### config.mk
export PLATFORM = sky130hd
export DESIGN_NAME = memory_security_firewall
export DESIGN_NICKNAME = d
export VERILOG_FILES = /design/src/hdl/memory_guard_pkg.sv /design/src/hdl/memory_security_firewall.sv
export SDC_FILE = /design/constraint.sdc
export NUM_CORES = 1
export LEC_CHECK = 0
export BUFFER_PORTS_ARGS = -buffer_cell sky130_fd_sc_hd__buf_4
export CORE_MARGIN = 1.5
export CORE_UTILIZATION = 50
export CTS_CLUSTER_SIZE = 8
export DETAILED_ROUTE_END_ITERATION = 10
export PLACE_DENSITY = 0.74
export SLEW_MARGIN = 30
export SYNTH_ARGS = -nofsm -noshare
export SYNTH_HDL_FRONTEND = slang
export SYNTH_SLANG_ARGS = --single-unit
### constraint.sdc
create_clock -name clk_sys_i -period 3 [get_ports clk_sys_i]
set_clock_uncertainty 0.2 [all_clocks]
set_input_delay 0.3 -clock clk_sys_i [delete_from_list [all_inputs] [get_ports clk_sys_i]]
set_output_delay 0.3 -clock clk_sys_i [all_outputs]
set_load 0.01 [all_outputs]
### src/hdl/memory_guard_pkg.sv
// constants shared by the memory guard firewall
package memory_guard_pkg;
  // number of zone guards the fabric can hold
  localparam int MAX_ZONES = 2;
  // words in a stored password / key entry set
  localparam int PWD_WORDS = 4;
  localparam int PWD_BITS = 128;
  // register page base of each guard
  localparam logic [31:0] GUARD_BASE0 = 32'hFFFF_F700;
  localparam logic [31:0] GUARD_BASE1 = 32'hFFFF_F600;
  // offsets inside a guard page
  localparam logic [7:0] KEY_OFFSET = 8'h00;
  localparam logic [7:0] SCR_OFFSET = 8'h24;
  // key words occupy offsets 0x00..0x0c
  localparam logic [7:0] KEY_SPAN_MASK = 8'hF0;
  // guard_status_control fields
  localparam int FORCE_LOCK_BIT = 31;
  localparam int LOCK_STATE_BIT = 0;
  // interrupt vector window that stays public
  localparam logic [31:0] VEC_TOP = 32'h0000_001F;
  // page and password block compare masks
  localparam logic [31:0] PAGE_MASK = 32'hFFFF_FF00;
  localparam logic [31:0] PWD_BLOCK_MASK = 32'hFFFF_FFF0;
  // word index field of an address
  localparam int WORD_LSB = 2;
  // all zero word for cleared state
  localparam logic [31:0] WORD_ZERO = 32'h0000_0000;
endpackage : memory_guard_pkg

### src/hdl/memory_security_firewall.sv
// memory guard firewall: zone lock state, unlock sequence, access gate
`timescale 1ns/10ps
`default_nettype none
module memory_security_firewall
  import memory_guard_pkg::*;
#(
  parameter int NUM_ZONES = 2, // guards fitted
  parameter int NUM_CS = 8, // chip-select lines
  parameter logic [NUM_CS-1:0] CS_MASK0 = '0, // banks of guard one
  parameter logic [NUM_CS-1:0] CS_MASK1 = '0, // banks of guard two
  parameter logic [31:0] PWD_ADDR0 = 32'h0000_0000, // password block one
  parameter logic [31:0] PWD_ADDR1 = 32'h0000_0000 // password block two
) (
  input wire logic clk_sys_i,
  input wire logic reset_i,
  input wire logic bus_valid_i, // access request this cycle
  input wire logic [31:0] bus_addr_i, // byte address
  input wire logic bus_write_i, // 1 write, 0 read
  input wire logic [31:0] bus_wdata_i, // write data
  input wire logic bus_fetch_i, // instruction fetch
  input wire logic bus_priv_i, // privileged mode
  input wire logic bus_debug_i, // access from debug path
  input wire logic [NUM_CS-1:0] cs_hit_i, // target chip-select
  input wire logic dma_reg_hit_i, // target is DMA registers
  input wire logic dma_buf_hit_i, // target is DMA command RAM
  input wire logic [MAX_ZONES-1:0] wrap_hit_i, // flash wrapper regs
  input wire logic [PWD_BITS-1:0] pwd_zone0_i, // stored password one
  input wire logic [PWD_BITS-1:0] pwd_zone1_i, // stored password two
  output logic bus_grant_o, // access may proceed
  output logic bus_deny_o, // access blocked
  output logic rdata_valid_o, // firewall read data valid
  output logic [31:0] rdata_o, // register or password word
  output logic [MAX_ZONES-1:0] locked_o // lock state per guard
);

  // refuse impossible configurations
  if (NUM_ZONES < 1 || NUM_ZONES > MAX_ZONES) begin : g_bad_zones
    $error("NUM_ZONES must be 1 or 2");
  end
  if (NUM_CS < 1) begin : g_bad_cs
    $error("NUM_CS must be positive");
  end

  // per-guard constant tables
  localparam logic [31:0] BASE [MAX_ZONES] = '{GUARD_BASE0, GUARD_BASE1};
  localparam logic [31:0] PWDA [MAX_ZONES] = '{PWD_ADDR0, PWD_ADDR1};
  // guard two never claims banks of guard one
  localparam logic [NUM_CS-1:0] CSM [MAX_ZONES] =
    '{CS_MASK0, CS_MASK1 & ~CS_MASK0};

  // stored passwords as an array
  logic [PWD_BITS-1:0] pwd [MAX_ZONES];
  assign pwd[0] = pwd_zone0_i;
  assign pwd[1] = pwd_zone1_i;

  // address lies in a guard register page
  function automatic logic page_hit(input logic [31:0] a, input logic [31:0] b);
    page_hit = (a & PAGE_MASK) == b;
  endfunction : page_hit

  // address lies in a password block
  function automatic logic pwd_hit(input logic [31:0] a, input logic [31:0] b);
    pwd_hit = (a & PWD_BLOCK_MASK) == (b & PWD_BLOCK_MASK);
  endfunction : pwd_hit

  // word index inside a four-word group
  logic [1:0] widx;
  assign widx = bus_addr_i[WORD_LSB+1:WORD_LSB];

  // decoded targets per guard
  logic [MAX_ZONES-1:0] zone_tgt; // protected target of this access
  logic [MAX_ZONES-1:0] key_sel; // key word access
  logic [MAX_ZONES-1:0] scr_sel; // status/control access
  logic [MAX_ZONES-1:0] pwd_sel; // password block access
  logic [MAX_ZONES-1:0] lock_q; // lock state per guard
  logic public_vec; // vector window access

  // vectors stay public whatever the chip-select says
  assign public_vec = bus_addr_i <= VEC_TOP;

  // decode each guard's registers and protected targets
  always_comb begin
    zone_tgt = '0;
    key_sel = '0;
    scr_sel = '0;
    pwd_sel = '0;
    for (int z = 0; z < NUM_ZONES; z++) begin
      // banks by chip-select plus the zone's wrapper registers
      zone_tgt[z] = (|(cs_hit_i & CSM[z])) || wrap_hit_i[z];
      if (z == 0) begin
        // only guard one owns the DMA resources
        zone_tgt[z] = zone_tgt[z] || dma_reg_hit_i || dma_buf_hit_i;
      end
      // vector window is never protected
      zone_tgt[z] = zone_tgt[z] && !public_vec;
      // key page spans four words from the guard base
      key_sel[z] = page_hit(bus_addr_i, BASE[z]) &&
                   ((bus_addr_i[7:0] & KEY_SPAN_MASK) == KEY_OFFSET);
      scr_sel[z] = page_hit(bus_addr_i, BASE[z]) &&
                   (bus_addr_i[7:0] == SCR_OFFSET);
      pwd_sel[z] = pwd_hit(bus_addr_i, PWDA[z]);
    end
  end

  // zone that currently holds the program counter
  logic [MAX_ZONES-1:0] pc_zone_q, pc_zone_d;

  // gate: fetches pass except user-mode fetches of key words, data needs unlock or a non-debug access inside code
  logic [MAX_ZONES-1:0] block_z;
  logic key_unpriv;
  always_comb begin
    block_z = '0;
    for (int z = 0; z < NUM_ZONES; z++) begin
      // password reads feed the unlock sequence, data comes from us
      if (zone_tgt[z] && lock_q[z] && !bus_fetch_i && !pwd_sel[z]) begin
        // debug is always blocked, outside code is blocked
        block_z[z] = bus_debug_i || !pc_zone_q[z];
      end
    end
    // key words refuse user-mode access
    key_unpriv = (|key_sel[NUM_ZONES-1:0]) && !bus_priv_i;
  end

  // other targets are left alone
  // deny and grant are combinational, answered in the request cycle
  assign bus_deny_o = bus_valid_i && ((|block_z) || key_unpriv);
  assign bus_grant_o = bus_valid_i && !bus_deny_o;

  // remember where granted fetches come from
  // vector window fetches decode to no zone, so that code counts as outside
  always_comb begin
    pc_zone_d = pc_zone_q;
    if (bus_grant_o && bus_fetch_i && !bus_debug_i) begin
      pc_zone_d = zone_tgt;
    end
  end

  // program counter zone register
  always_ff @(posedge clk_sys_i) begin
    if (reset_i) begin
      pc_zone_q <= '0;
    end else begin
      pc_zone_q <= pc_zone_d;
    end
  end

  // granted data access strobes
  // fetches never count as data reads, so they never mark a password read
  logic rd_stb, wr_stb;
  assign rd_stb = bus_grant_o && !bus_write_i && !bus_fetch_i;
  assign wr_stb = bus_grant_o && bus_write_i;

  // per-guard unlock sequence state
  logic [MAX_ZONES-1:0][PWD_WORDS-1:0][31:0] key_q; // key entry words
  logic [MAX_ZONES-1:0][PWD_WORDS-1:0] rd_seen_q; // password words read
  logic [MAX_ZONES-1:0][PWD_WORDS-1:0] wr_seen_q; // key words written

  for (genvar g = 0; g < MAX_ZONES; g++) begin : g_guard
    if (g < NUM_ZONES) begin : g_on
      logic [PWD_WORDS-1:0][31:0] key_d;
      logic [PWD_WORDS-1:0] rd_d, wr_d;
      logic lock_d;
      logic pw_ones, pw_zero, key_match;

      // password class and key compare
      assign pw_ones = &pwd[g];
      assign pw_zero = ~|pwd[g];
      assign key_match = key_q[g] == pwd[g];

      // next state of the unlock sequence
      always_comb begin
        key_d = key_q[g];
        rd_d = rd_seen_q[g];
        wr_d = wr_seen_q[g];
        lock_d = lock_q[g];
        // compare first, so a mark taken in the compare cycle
        // is set after the clear and is not lost
        if (lock_q[g] && (&rd_seen_q[g])) begin
          if (pw_ones) begin
            // erased password: reads alone unlock
            lock_d = 1'b0;
          end else if (&wr_seen_q[g]) begin
            // full sequence done: compare once
            lock_d = !(key_match && !pw_zero);
            rd_d = '0;
            wr_d = '0;
          end
        end
        // a password word read counts toward the sequence
        if (rd_stb && pwd_sel[g] && lock_q[g]) begin
          rd_d[widx] = 1'b1;
        end
        // key words load from privileged writes
        if (wr_stb && key_sel[g]) begin
          key_d[widx] = bus_wdata_i;
          wr_d[widx] = 1'b1;
        end
        // force-lock wins over everything else
        if (wr_stb && scr_sel[g] && bus_wdata_i[FORCE_LOCK_BIT]) begin
          key_d = '0;
          rd_d = '0;
          wr_d = '0;
          lock_d = 1'b1;
        end
      end

      // guard registers, locked out of reset
      always_ff @(posedge clk_sys_i) begin
        if (reset_i) begin
          key_q[g] <= '0;
          rd_seen_q[g] <= '0;
          wr_seen_q[g] <= '0;
          lock_q[g] <= 1'b1;
        end else begin
          key_q[g] <= key_d;
          rd_seen_q[g] <= rd_d;
          wr_seen_q[g] <= wr_d;
          lock_q[g] <= lock_d;
        end
      end
    end else begin : g_off
      // absent guard: nothing protected, nothing stored
      assign key_q[g] = '0;
      assign rd_seen_q[g] = '0;
      assign wr_seen_q[g] = '0;
      assign lock_q[g] = 1'b0;
    end
  end

  // lock state straight from the guard registers
  // an absent guard reports unlocked since it protects nothing
  assign locked_o = lock_q;

  // read data for registers and password words
  logic [31:0] rdata_q, rdata_d;
  logic rvalid_q, rvalid_d;
  always_comb begin
    rdata_d = WORD_ZERO;
    rvalid_d = 1'b0;
    for (int z = 0; z < NUM_ZONES; z++) begin
      if (rd_stb && scr_sel[z]) begin
        // force-lock and reserved bits read zero
        rdata_d = WORD_ZERO;
        rdata_d[LOCK_STATE_BIT] = lock_q[z];
        rvalid_d = 1'b1;
      end else if (rd_stb && key_sel[z]) begin
        // key words are never echoed back
        rvalid_d = 1'b1;
      end else if (rd_stb && pwd_sel[z]) begin
        // real words only once unlocked
        if (!lock_q[z]) begin
          rdata_d = pwd[z][widx*32 +: 32];
        end
        rvalid_d = 1'b1;
      end
    end
  end

  // registered read answer
  always_ff @(posedge clk_sys_i) begin
    if (reset_i) begin
      rdata_q <= WORD_ZERO;
      rvalid_q <= 1'b0;
    end else begin
      rdata_q <= rdata_d;
      rvalid_q <= rvalid_d;
    end
  end

  assign rdata_o = rdata_q;
  assign rdata_valid_o = rvalid_q;

endmodule : memory_security_firewall
`default_nettype wire

## Yosys cells after proc, flatten, opt, wreduce, memory -nomap -nowiden

Cells that the tools add are included.

| storage, ports and cells | value |
|---|---|
| bits in writable memories | 0 |
| input bits | 339 |
| bits in latches | 0 |
| memories kept | 0 |
| logic and storage cells | 146 |
| output and inout bits | 37 |
| register bits after elaboration | 309 |
| ROM bits | 0 |

| cells by class | value |
|---|---|
| multipliers | 0 |
| $lt $le $gt $ge | 3 |
| div/mod/pow operators | 0 |
| shift-type cells | 2 |
| eq/ne operators | 5 |
| reduce and logical (&&, ||, !) cells | 73 |
| bitwise logic cells | 4 |
| $add $sub $neg | 0 |
| muxes and demuxes | 41 |

Operators by type and width:

| kind | count |
|---|---|
| bitwise mux 128 bit | 2 |
| equality test 128 bit | 2 |
| two-way mux 32 bit | 8 |
| AND reduction 128 bit | 2 |
| OR reduction 128 bit | 2 |
| indexed part select 128 x 8 -> 32 bit | 2 |
| demux 32 bit (select 2 bit) | 1 |
| two-way mux 4 bit | 16 |
| equality test 24 bit, second input constant | 2 |
| logical AND 1 bit | 38 |
| <= comparator 32 x 5 -> 1 bit, second input constant | 1 |
| logical NOT 32 bit | 1 |
| bitwise OR 4 bit | 4 |
| AND reduction 4 bit | 4 |
| two-way mux 1 bit | 13 |
| logical NOT 1 bit | 11 |
| OR reduction 2 bit | 5 |
| equality test 8 x 6 -> 1 bit, second input constant | 1 |
| logical NOT 8 bit | 1 |
| logical OR 1 bit | 5 |
| AND reduction 2 bit | 2 |
| nonzero test 2 bit | 2 |
| less-than comparator 2 x 3 -> 1 bit, second input constant | 1 |
| demux 1 bit (select 2 bit) | 1 |
| >= comparator 2 x 1 -> 1 bit, second input constant | 1 |

## Longest topological paths before layout

Gate-level depths: netlist (run 1).

| depth | value |
|---|---|
| depth in word-level cells | 22 |
| depth in mapped cells | 10 |
| mapped depth without buffers | 6 |

## Worst setup path before layout (run 1)

OpenSTA, ideal clock, no wires.

| timing | value |
|---|---|
| path type | input-to-reg |
| from | input port bus_addr_i[12] |
| to | register key_q[48] (netlist bit) |
| buffers on the path | 3 |
| data required time | 2.734 ns |
| setup time | 0.066 ns |
| slack | 0.271 ns |
| data arrival time | 2.462 ns |
| cell stages on the path | 9 |
| cell sequence | nand4_1 or4_4 or4_1 buf_2 and4_4 a41o_1 buf_6 buf_4 a21oi_2 |

| between the ends | value |
|---|---|
| longest elaborated chain between the ends | 16 |
| elaborated cells on any way between the ends | 31 |
| those cells by class | order compare: 1; eq/ne: 2; mux: 2; reduce/logical: 26 |

RTL lines:

| element | line | RTL |
|---|---|---|
| from (decl) | memory_security_firewall.sv:17 | `input wire logic [31:0] bus_addr_i,` |
| <= comparator 32 x 5 -> 1 bit | memory_security_firewall.sv:79 | `assign public_vec = bus_addr_i <= VEC_TOP;` |
| logical NOT 1 bit | memory_security_firewall.sv:95 | `zone_tgt[z] = zone_tgt[z] && !public_vec;` |
| logical AND 1 bit | memory_security_firewall.sv:95 |  |
| logical AND 1 bit (3 in series) | memory_security_firewall.sv:115 | `if (zone_tgt[z] && lock_q[z] && !bus_fetch_i && !pwd_sel[z]) begin` |
| two-way mux 1 bit | memory_security_firewall.sv:115 |  |
| OR reduction 2 bit | memory_security_firewall.sv:126 | `assign bus_deny_o = bus_valid_i && ((\|block_z) \|\| key_unpriv);` |
| logical OR 1 bit | memory_security_firewall.sv:126 |  |
| logical AND 1 bit | memory_security_firewall.sv:126 |  |
| logical NOT 1 bit | memory_security_firewall.sv:127 | `assign bus_grant_o = bus_valid_i && !bus_deny_o;` |
| logical AND 1 bit | memory_security_firewall.sv:127 |  |
| logical AND 1 bit | memory_security_firewall.sv:151 | `assign wr_stb = bus_grant_o && bus_write_i;` |
| logical AND 1 bit (2 in series) | memory_security_firewall.sv:199 | `if (wr_stb && scr_sel[g] && bus_wdata_i[FORCE_LOCK_BIT]) begin` |
| OR reduction 2 bit (no source line) | -- |  |
| to (signal, indexed assignment) | memory_security_firewall.sv:215 | `key_q[g] <= key_d;` |
| to (decl) | memory_security_firewall.sv:154 | `logic [MAX_ZONES-1:0][PWD_WORDS-1:0][31:0] key_q;` |

Parallel ways exist; a longest one is shown, timed or not.
A chain may end at the register's enable or synchronous reset.

## Final worst setup path (run 1)

| timing | value |
|---|---|
| from | input port bus_addr_i[4] |
| to | output port bus_grant_o |

| between the ends | value |
|---|---|
| longest elaborated chain between the ends | 12 |
| elaborated cells on any way between the ends | 24 |
| those cells by class | order compare: 1; mux: 2; reduce/logical: 21 |

RTL lines:

| element | line | RTL |
|---|---|---|
| <= comparator 32 x 5 -> 1 bit | memory_security_firewall.sv:79 |  |
| logical NOT 1 bit | memory_security_firewall.sv:95 |  |
| logical AND 1 bit | memory_security_firewall.sv:95 |  |
| logical AND 1 bit (3 in series) | memory_security_firewall.sv:115 |  |
| two-way mux 1 bit | memory_security_firewall.sv:115 |  |
| OR reduction 2 bit | memory_security_firewall.sv:126 |  |
| logical OR 1 bit * | memory_security_firewall.sv:126 |  |
| logical AND 1 bit * | memory_security_firewall.sv:126 |  |
| logical NOT 1 bit * | memory_security_firewall.sv:127 |  |
| logical AND 1 bit * | memory_security_firewall.sv:127 |  |
| to (decl) | memory_security_firewall.sv:29 | `output logic bus_grant_o,` |

Every way passes the cells marked *; elsewhere a longest branch is shown, timed or not.

==> impl_metrics.tcl, run 1 <==
set metrics [dict create \
    outcome "finished clean" \
    cp-start-kind "input pin" \
    hp-class "in2reg" \
    num-fill-cells 2958 \
    die_w_um 190.1 \
    final_cell_mix "nand2_1, buf_4, dfxtp_1" \
    syn-num-nets 2400 \
    hold_viol 0 \
    area_growth_pct 27.60 \
    port_buffers 367 \
    drtPass1Iterations 5 \
    nNetsFinal 2762 \
    drc 0 \
    cpMostUsedCell "buf_4" \
    grt_usage_pct 42.02 \
    crit_path_end_kind "output port" \
    htreeDepth 2 \
    path_cells "buf_4 -> or4_4 -> nand2b_4 -> or4_1 -> buf_4 -> and3_1 -> buf_4" \
    cts_buffer_depth 3 \
    gp_congestion 1.045 \
    cp_max_fo 10 \
    power.leakage_nw 7.932 \
    ys_ff_latch 309 \
    worstPathRequired_ns 2.50 \
    period_minus_slack_ns 2.743 \
    placed_area_sq_um 20810 \
    comb_power_share_pct 14.9 \
    p_switching_mw 2.655 \
    cts_tree "yes" \
    drive_above_1_share_pct 28.77 \
    place.detailed.hpwl_mm 57.79 \
    sw_frac_of_total_pct 26.39 \
    vias_per_cell 6.294 \
    first_iter_violations 2338 \
    crit_type "in2out" \
    final_area_sq_um 22330 \
    wl_per_cell_um 26.73 \
    cts_buffers 44 \
    fin_total_pwr_mw 10.06 \
    cts_hold_buf 36 \
    critPathArrivalTime_ns 2.24 \
    syn_inst 2061 \
    grt_max_degree 47 \
    die_area_sq_um 36130 \
    cts-root-buf "clkbuf_16" \
    synth-main-ff-cell "dfxtp_1" \
    post-cts-setup-buffers 0 \
    die_h_um 190.1 \
    synth_warnings 0 \
    ys_types 54 \
    avgSynthCellArea_sq_um 8.490 \
    row_count 68 \
    synth_edf_count 0 \
    clockPowerShare_pct 44.2 \
    sequentialPowerShare_pct 40.9 \
    power.density_nw_per_um2 450.6 \
    fmax_mhz 364.5 \
    fin_tns_setup_ns 0 \
    ios 376 \
    syn_area_sq_um 17500 \
    antenna_found_initial 3 \
    grt_pass1_wl_mm 112.0 \
    slew_violations 0 \
    p_int_mw 7.406 \
    overflow 0 \
    worst_slew_pin_slew_ns 0.7777 \
    max_cap_viol_count 0 \
    diodes 0 \
    mostFrequentLayoutCell "nand2_1" \
    ant_nets 0 \
    clock-sinks 309 \
    coreArea_sq_um 34460 \
    synth_async_sr_flop_share_pct 0 \
    period_share_pct 91.45 \
    relSlewSlack_pct 47.68 \
    cts_resized 0 \
    initial_utilization_pct 50.78 \
    worst_path_max_delay_cell "or4_4" \
    clock_latency_ns 0.55 \
    routed_wirelength_mm 77.01 \
    ir_drop_v 0.0004462 \
    rsz0062_at_grt "false" \
    setup_violations 0 \
    ys_seq_area_share_pct 35.35 \
    clkTransAtPathRegs_ns 0.05 \
    cpPeakStageDelay_ns 0.56 \
    vias 18130 \
    grt_pass1_vias 17330 \
]
-- worst max-delay path: cells and delay by family --
family / cells / cell delay (ns)
simple gates: 4 / 1.48
buf+inv: 3 / 0.47
-- path summary, 6_finish.rpt --
path / from / end / slack, ns / cells past startpoint
hold reg to reg: key_q[34] / key_q[34] / 0.26 / 2
hold / removal: bus_fetch_i / rd_seen_q[0] / 0.07 / 5
setup / recovery: bus_addr_i[4] / bus_grant_o / 0.26 / 7
setup reg to reg: key_q[148] / locked_o[1] / 0.26 / 7
-- final cells by class --
cell class	count	area, sq um	share of cell area [%]
repair buffers	461	3876	17.36
inverters	72	270.3	1.210
clock inverters	2	17.52	0.07845
clock buffers	47	1144	5.122
well taps	455	569.3	2.550
multi-input cells	1535	10260	45.97
flip-flops and latches	309	6186	27.71
-- power by group through the flow --
stage	logic, mW	clock network (mW)	registers (mW)
final	1.50	4.45	4.11
after detailed placement	1.41	0	4.20
after global placement	1.40	0	4.20
after global routing	1.54	4.63	4.11
after floorplan	0.573	0	4.20
after CTS	1.45	4.47	4.11
-- cell families (layout without fill, tap and decap cells) --
| group | Yosys count | in the layout | synth area share, % |
|---|---|---|---|
| flops | 309 | 309 | 35.35 |
| mux | 66 | 66 | 8.352 |
| compound gates | 332 | 332 | 13.44 |
| buf+inv | 217 | 582 | 6.114 |
| simple gates | 889 | 889 | 24.33 |
| xor+xnor | 248 | 248 | 12.41 |
-- sequential cells by signal, summed over array words and instances, names as in the netlist --
register	count
key_q	256
locked_o	2
pc_zone_q	2
rd_seen_q	8
rdata_o	32
rdata_valid_o	1
wr_seen_q	8
-- per-stage QoR --
stage / worst slack (ns) / instances / hold WS [ns] / util [%]
2_1_floorplan: 0.2715 / 2061 / 0.1691 / -
5_1_grt: 0.1817 / 2881 / 0.08819 / 64.80
3_5_place_dp: -0.01716 / 2796 / 0.2486 / 60.38
3_3_place_gp: 0.05690 / 2796 / 0.2374 / 60.38
4_1_cts: 0.2729 / 2881 / 0.003678 / 64.80
6_report: 0.2566 / 2881 / 0.06999 / 64.80
-- routing by layer --
metal | share of wire [%] | track usage [%] | vias up
met5 | 0.030 | 0 | -
met4 | 5.2 | 19.08 | 4
met3 | 11 | 8.338 | 231
met2 | 45 | 65.64 | 1267
met1 | 39 | 56.06 | 8664
li1 | - | - | 7968
-- cell usage after synthesis, types with 2 or more instances --
cell / count / area, sq um
o221ai_1: 2 / 17.52
xor2_1: 94 / 823.3
a21oi_1: 121 / 605.6
a41o_1: 2 / 20.02
nand4b_1: 2 / 17.52
o32ai_1: 2 / 17.52
a2111oi_0: 3 / 26.28
mux4_2: 64 / 1441
buf_1: 36 / 135.1
nand2_1: 528 / 1982
a21oi_2: 149 / 1305
mux2i_1: 2 / 20.02
or4_1: 2 / 15.01
o22ai_1: 30 / 187.7
a31oi_1: 3 / 18.77
nand4_1: 156 / 975.9
nand3_1: 4 / 20.02
nor3_2: 2 / 20.02
o21ai_0: 2 / 10.01
buf_6: 26 / 292.8
xnor2_1: 154 / 1349
nor2b_1: 9 / 56.30
dfxtp_1: 309 / 6186
inv_1: 72 / 270.3
clkbuf_1: 41 / 153.9
o211ai_1: 3 / 22.52
and4_1: 10 / 87.58
o31ai_1: 2 / 15.01
nor3_1: 9 / 45.04
or4_4: 3 / 33.78
a22oi_1: 6 / 45.04
buf_2: 39 / 195.2
and3_1: 3 / 18.77
nor4_1: 126 / 788.3
buf_4: 3 / 22.52
nor2_1: 24 / 90.09
(Power assumes the default switching activity.)
==> run 2, diff against run 1 <==
--- a/config.mk
+++ b/config.mk
@@ -6,6 +6,7 @@
 export NUM_CORES = 1
 export LEC_CHECK = 0
 export BUFFER_PORTS_ARGS = -buffer_cell sky130_fd_sc_hd__buf_4
+export CORE_ASPECT_RATIO = 0.5
 export CORE_MARGIN = 1.5
 export CORE_UTILIZATION = 50
 export CTS_CLUSTER_SIZE = 8
==> run 2 against run 1 <==
First-iteration DRC count rose by 5.1%. Clock-buffer cell count fell by 3. Largest power group unchanged. Non-clock buffer count fell by 7. Design area fell by 0.31%. Register-to-register slack improved by 0.20 ns. Critical endpoint unchanged.
==> impl_metrics.tcl, run 2 (same netlist as run 1, synthesis figures left out) <==
set metrics [dict create \
    row_count 48 \
    nNetsFinal 2755 \
    outcome "finished clean" \
    cts_resized 0 \
    final_area_sq_um 22260 \
    power.leakage_nw 7.874 \
    wl_met2_mm 32.69 \
    gp_congestion 1.022 \
    power.density_nw_per_um2 452.0 \
    drc 0 \
    worst_slew_pin_slew_ns 0.7267 \
    rsz0062_at_grt "false" \
    htreeDepth 2 \
    cts_tree "yes" \
    overflow 0 \
    final_cell_mix "nand2_1, buf_4, dfxtp_1" \
    wl_per_cell_um 25.76 \
    fin_tns_setup_ns 0 \
    r2r_slack_ns 0.46 \
    cts-root-buf "clkbuf_16" \
    grt_usage_pct 40.35 \
    grt_pass1_vias 16750 \
    area_growth_pct 27.20 \
    antenna_found_initial 6 \
    cpPeakStageDelay_ns 0.63 \
    cp_max_fo 18 \
    post-cts-setup-buffers 0 \
    cp-start-kind "input pin" \
    setup_slack_ns 0.1802 \
    die_w_um 267.6 \
    wl_met1_mm 28.96 \
    mostFrequentLayoutCell "nand2_1" \
    initial_utilization_pct 50.76 \
    cts_buffers 44 \
    grt_max_degree 53 \
    ant_nets 0 \
    period_minus_slack_ns 2.820 \
    drive_above_1_share_pct 28.51 \
    hp-class "in2reg" \
    ir_drop_v 0.0003605 \
    routed_wirelength_mm 74.62 \
    drtPass1Iterations 9 \
    utilization_pct 64.57 \
    port_buffers 367 \
    vias 17990 \
    first_iter_violations 2457 \
    coreArea_sq_um 34470 \
    cpMostUsedCell "buf_4" \
    ios 376 \
    fmax_mhz 354.6 \
    vias_per_cell 6.213 \
    period_share_pct 93.99 \
    dp_slack_ns -0.03149 \
    placed_area_sq_um 20750 \
    largest_reg_flops 256 \
    worstPathRequired_ns 2.50 \
    clock_latency_ns 0.56 \
    worst_path_max_delay_cell "or4_4" \
    die_area_sq_um 36200 \
    clock-sinks 309 \
    critPathArrivalTime_ns 2.32 \
    hold_viol 0 \
    slew_violations 0 \
    place.detailed.hpwl_mm 55.47 \
    regMostFlops "key_q" \
    relSlewSlack_pct 51.11 \
    die_h_um 135.3 \
    crit_path_end_kind "output port" \
    dr.max_layer_used "met5" \
    fin_total_pwr_mw 10.06 \
    clkTransAtPathRegs_ns 0.05 \
    path_cells "buf_4 -> nand4_1 -> or4_4 -> or4_1 -> buf_4 -> and3_1 -> buf_4" \
    crit_type "in2out" \
    setup_violations 0 \
    wl_met3_mm 10.37 \
    grt_pass1_wl_mm 107.5 \
    max_cap_viol_count 0 \
    cts_buffer_depth 3 \
]
run 2: what timing repair did:
item                                    4_1_cts  5_1_grt
hold endpoints to repair                    260        0
hold buffers                                 37        0
endpoints found under the setup margin        0        0
run 2: layout make-up:
type                    count  area, sq um
diodes                      4        10.01
clock buffers              44         1101
clock inverters             3        30.03
fillers                  2934        12220
inverters                  72        270.3
multi-input cells        1535        10260
flip-flops and latches    309         6186
well taps                 475        594.3
repair buffers            454         3801
run 2: final timing paths:
check                       from  cells past startpoint            to
setup / recovery  bus_addr_i[12]                      7   bus_grant_o
hold / removal       bus_fetch_i                      5  rd_seen_q[1]
setup reg to reg     locked_o[1]                      7    key_q[206]
hold reg to reg     rd_seen_q[2]                      2  rd_seen_q[2]
run 2: stage by stage:
stage | hold WS [ns] | instances
global placement | 0.2366 | 2808
CTS | 0.05260 | 2892
floorplan | 0.1691 | 2061
finish | 0.05769 | 2896
global route | 0.07510 | 2894
detailed placement | 0.2403 | 2808
run 2: critical path: cells and delay by family:
family                 cells  cell delay (ns)
and+or+nand+nor            4             1.55
buffers and inverters      3             0.46
run 2: metal layers:
layer	vias up	GRT usage, %
met2	1266	61.07
met5	-	0
met3	190	12.83
met1	8575	54.43
met4	6	13.59
li1	7957	-
run 2: power by group:
group	switching [mW]	total [mW]	internal, mW
Combinational	0.889	1.53	0.638
Clock	1.85	4.42	2.57
Sequential	0.000552	4.11	4.11
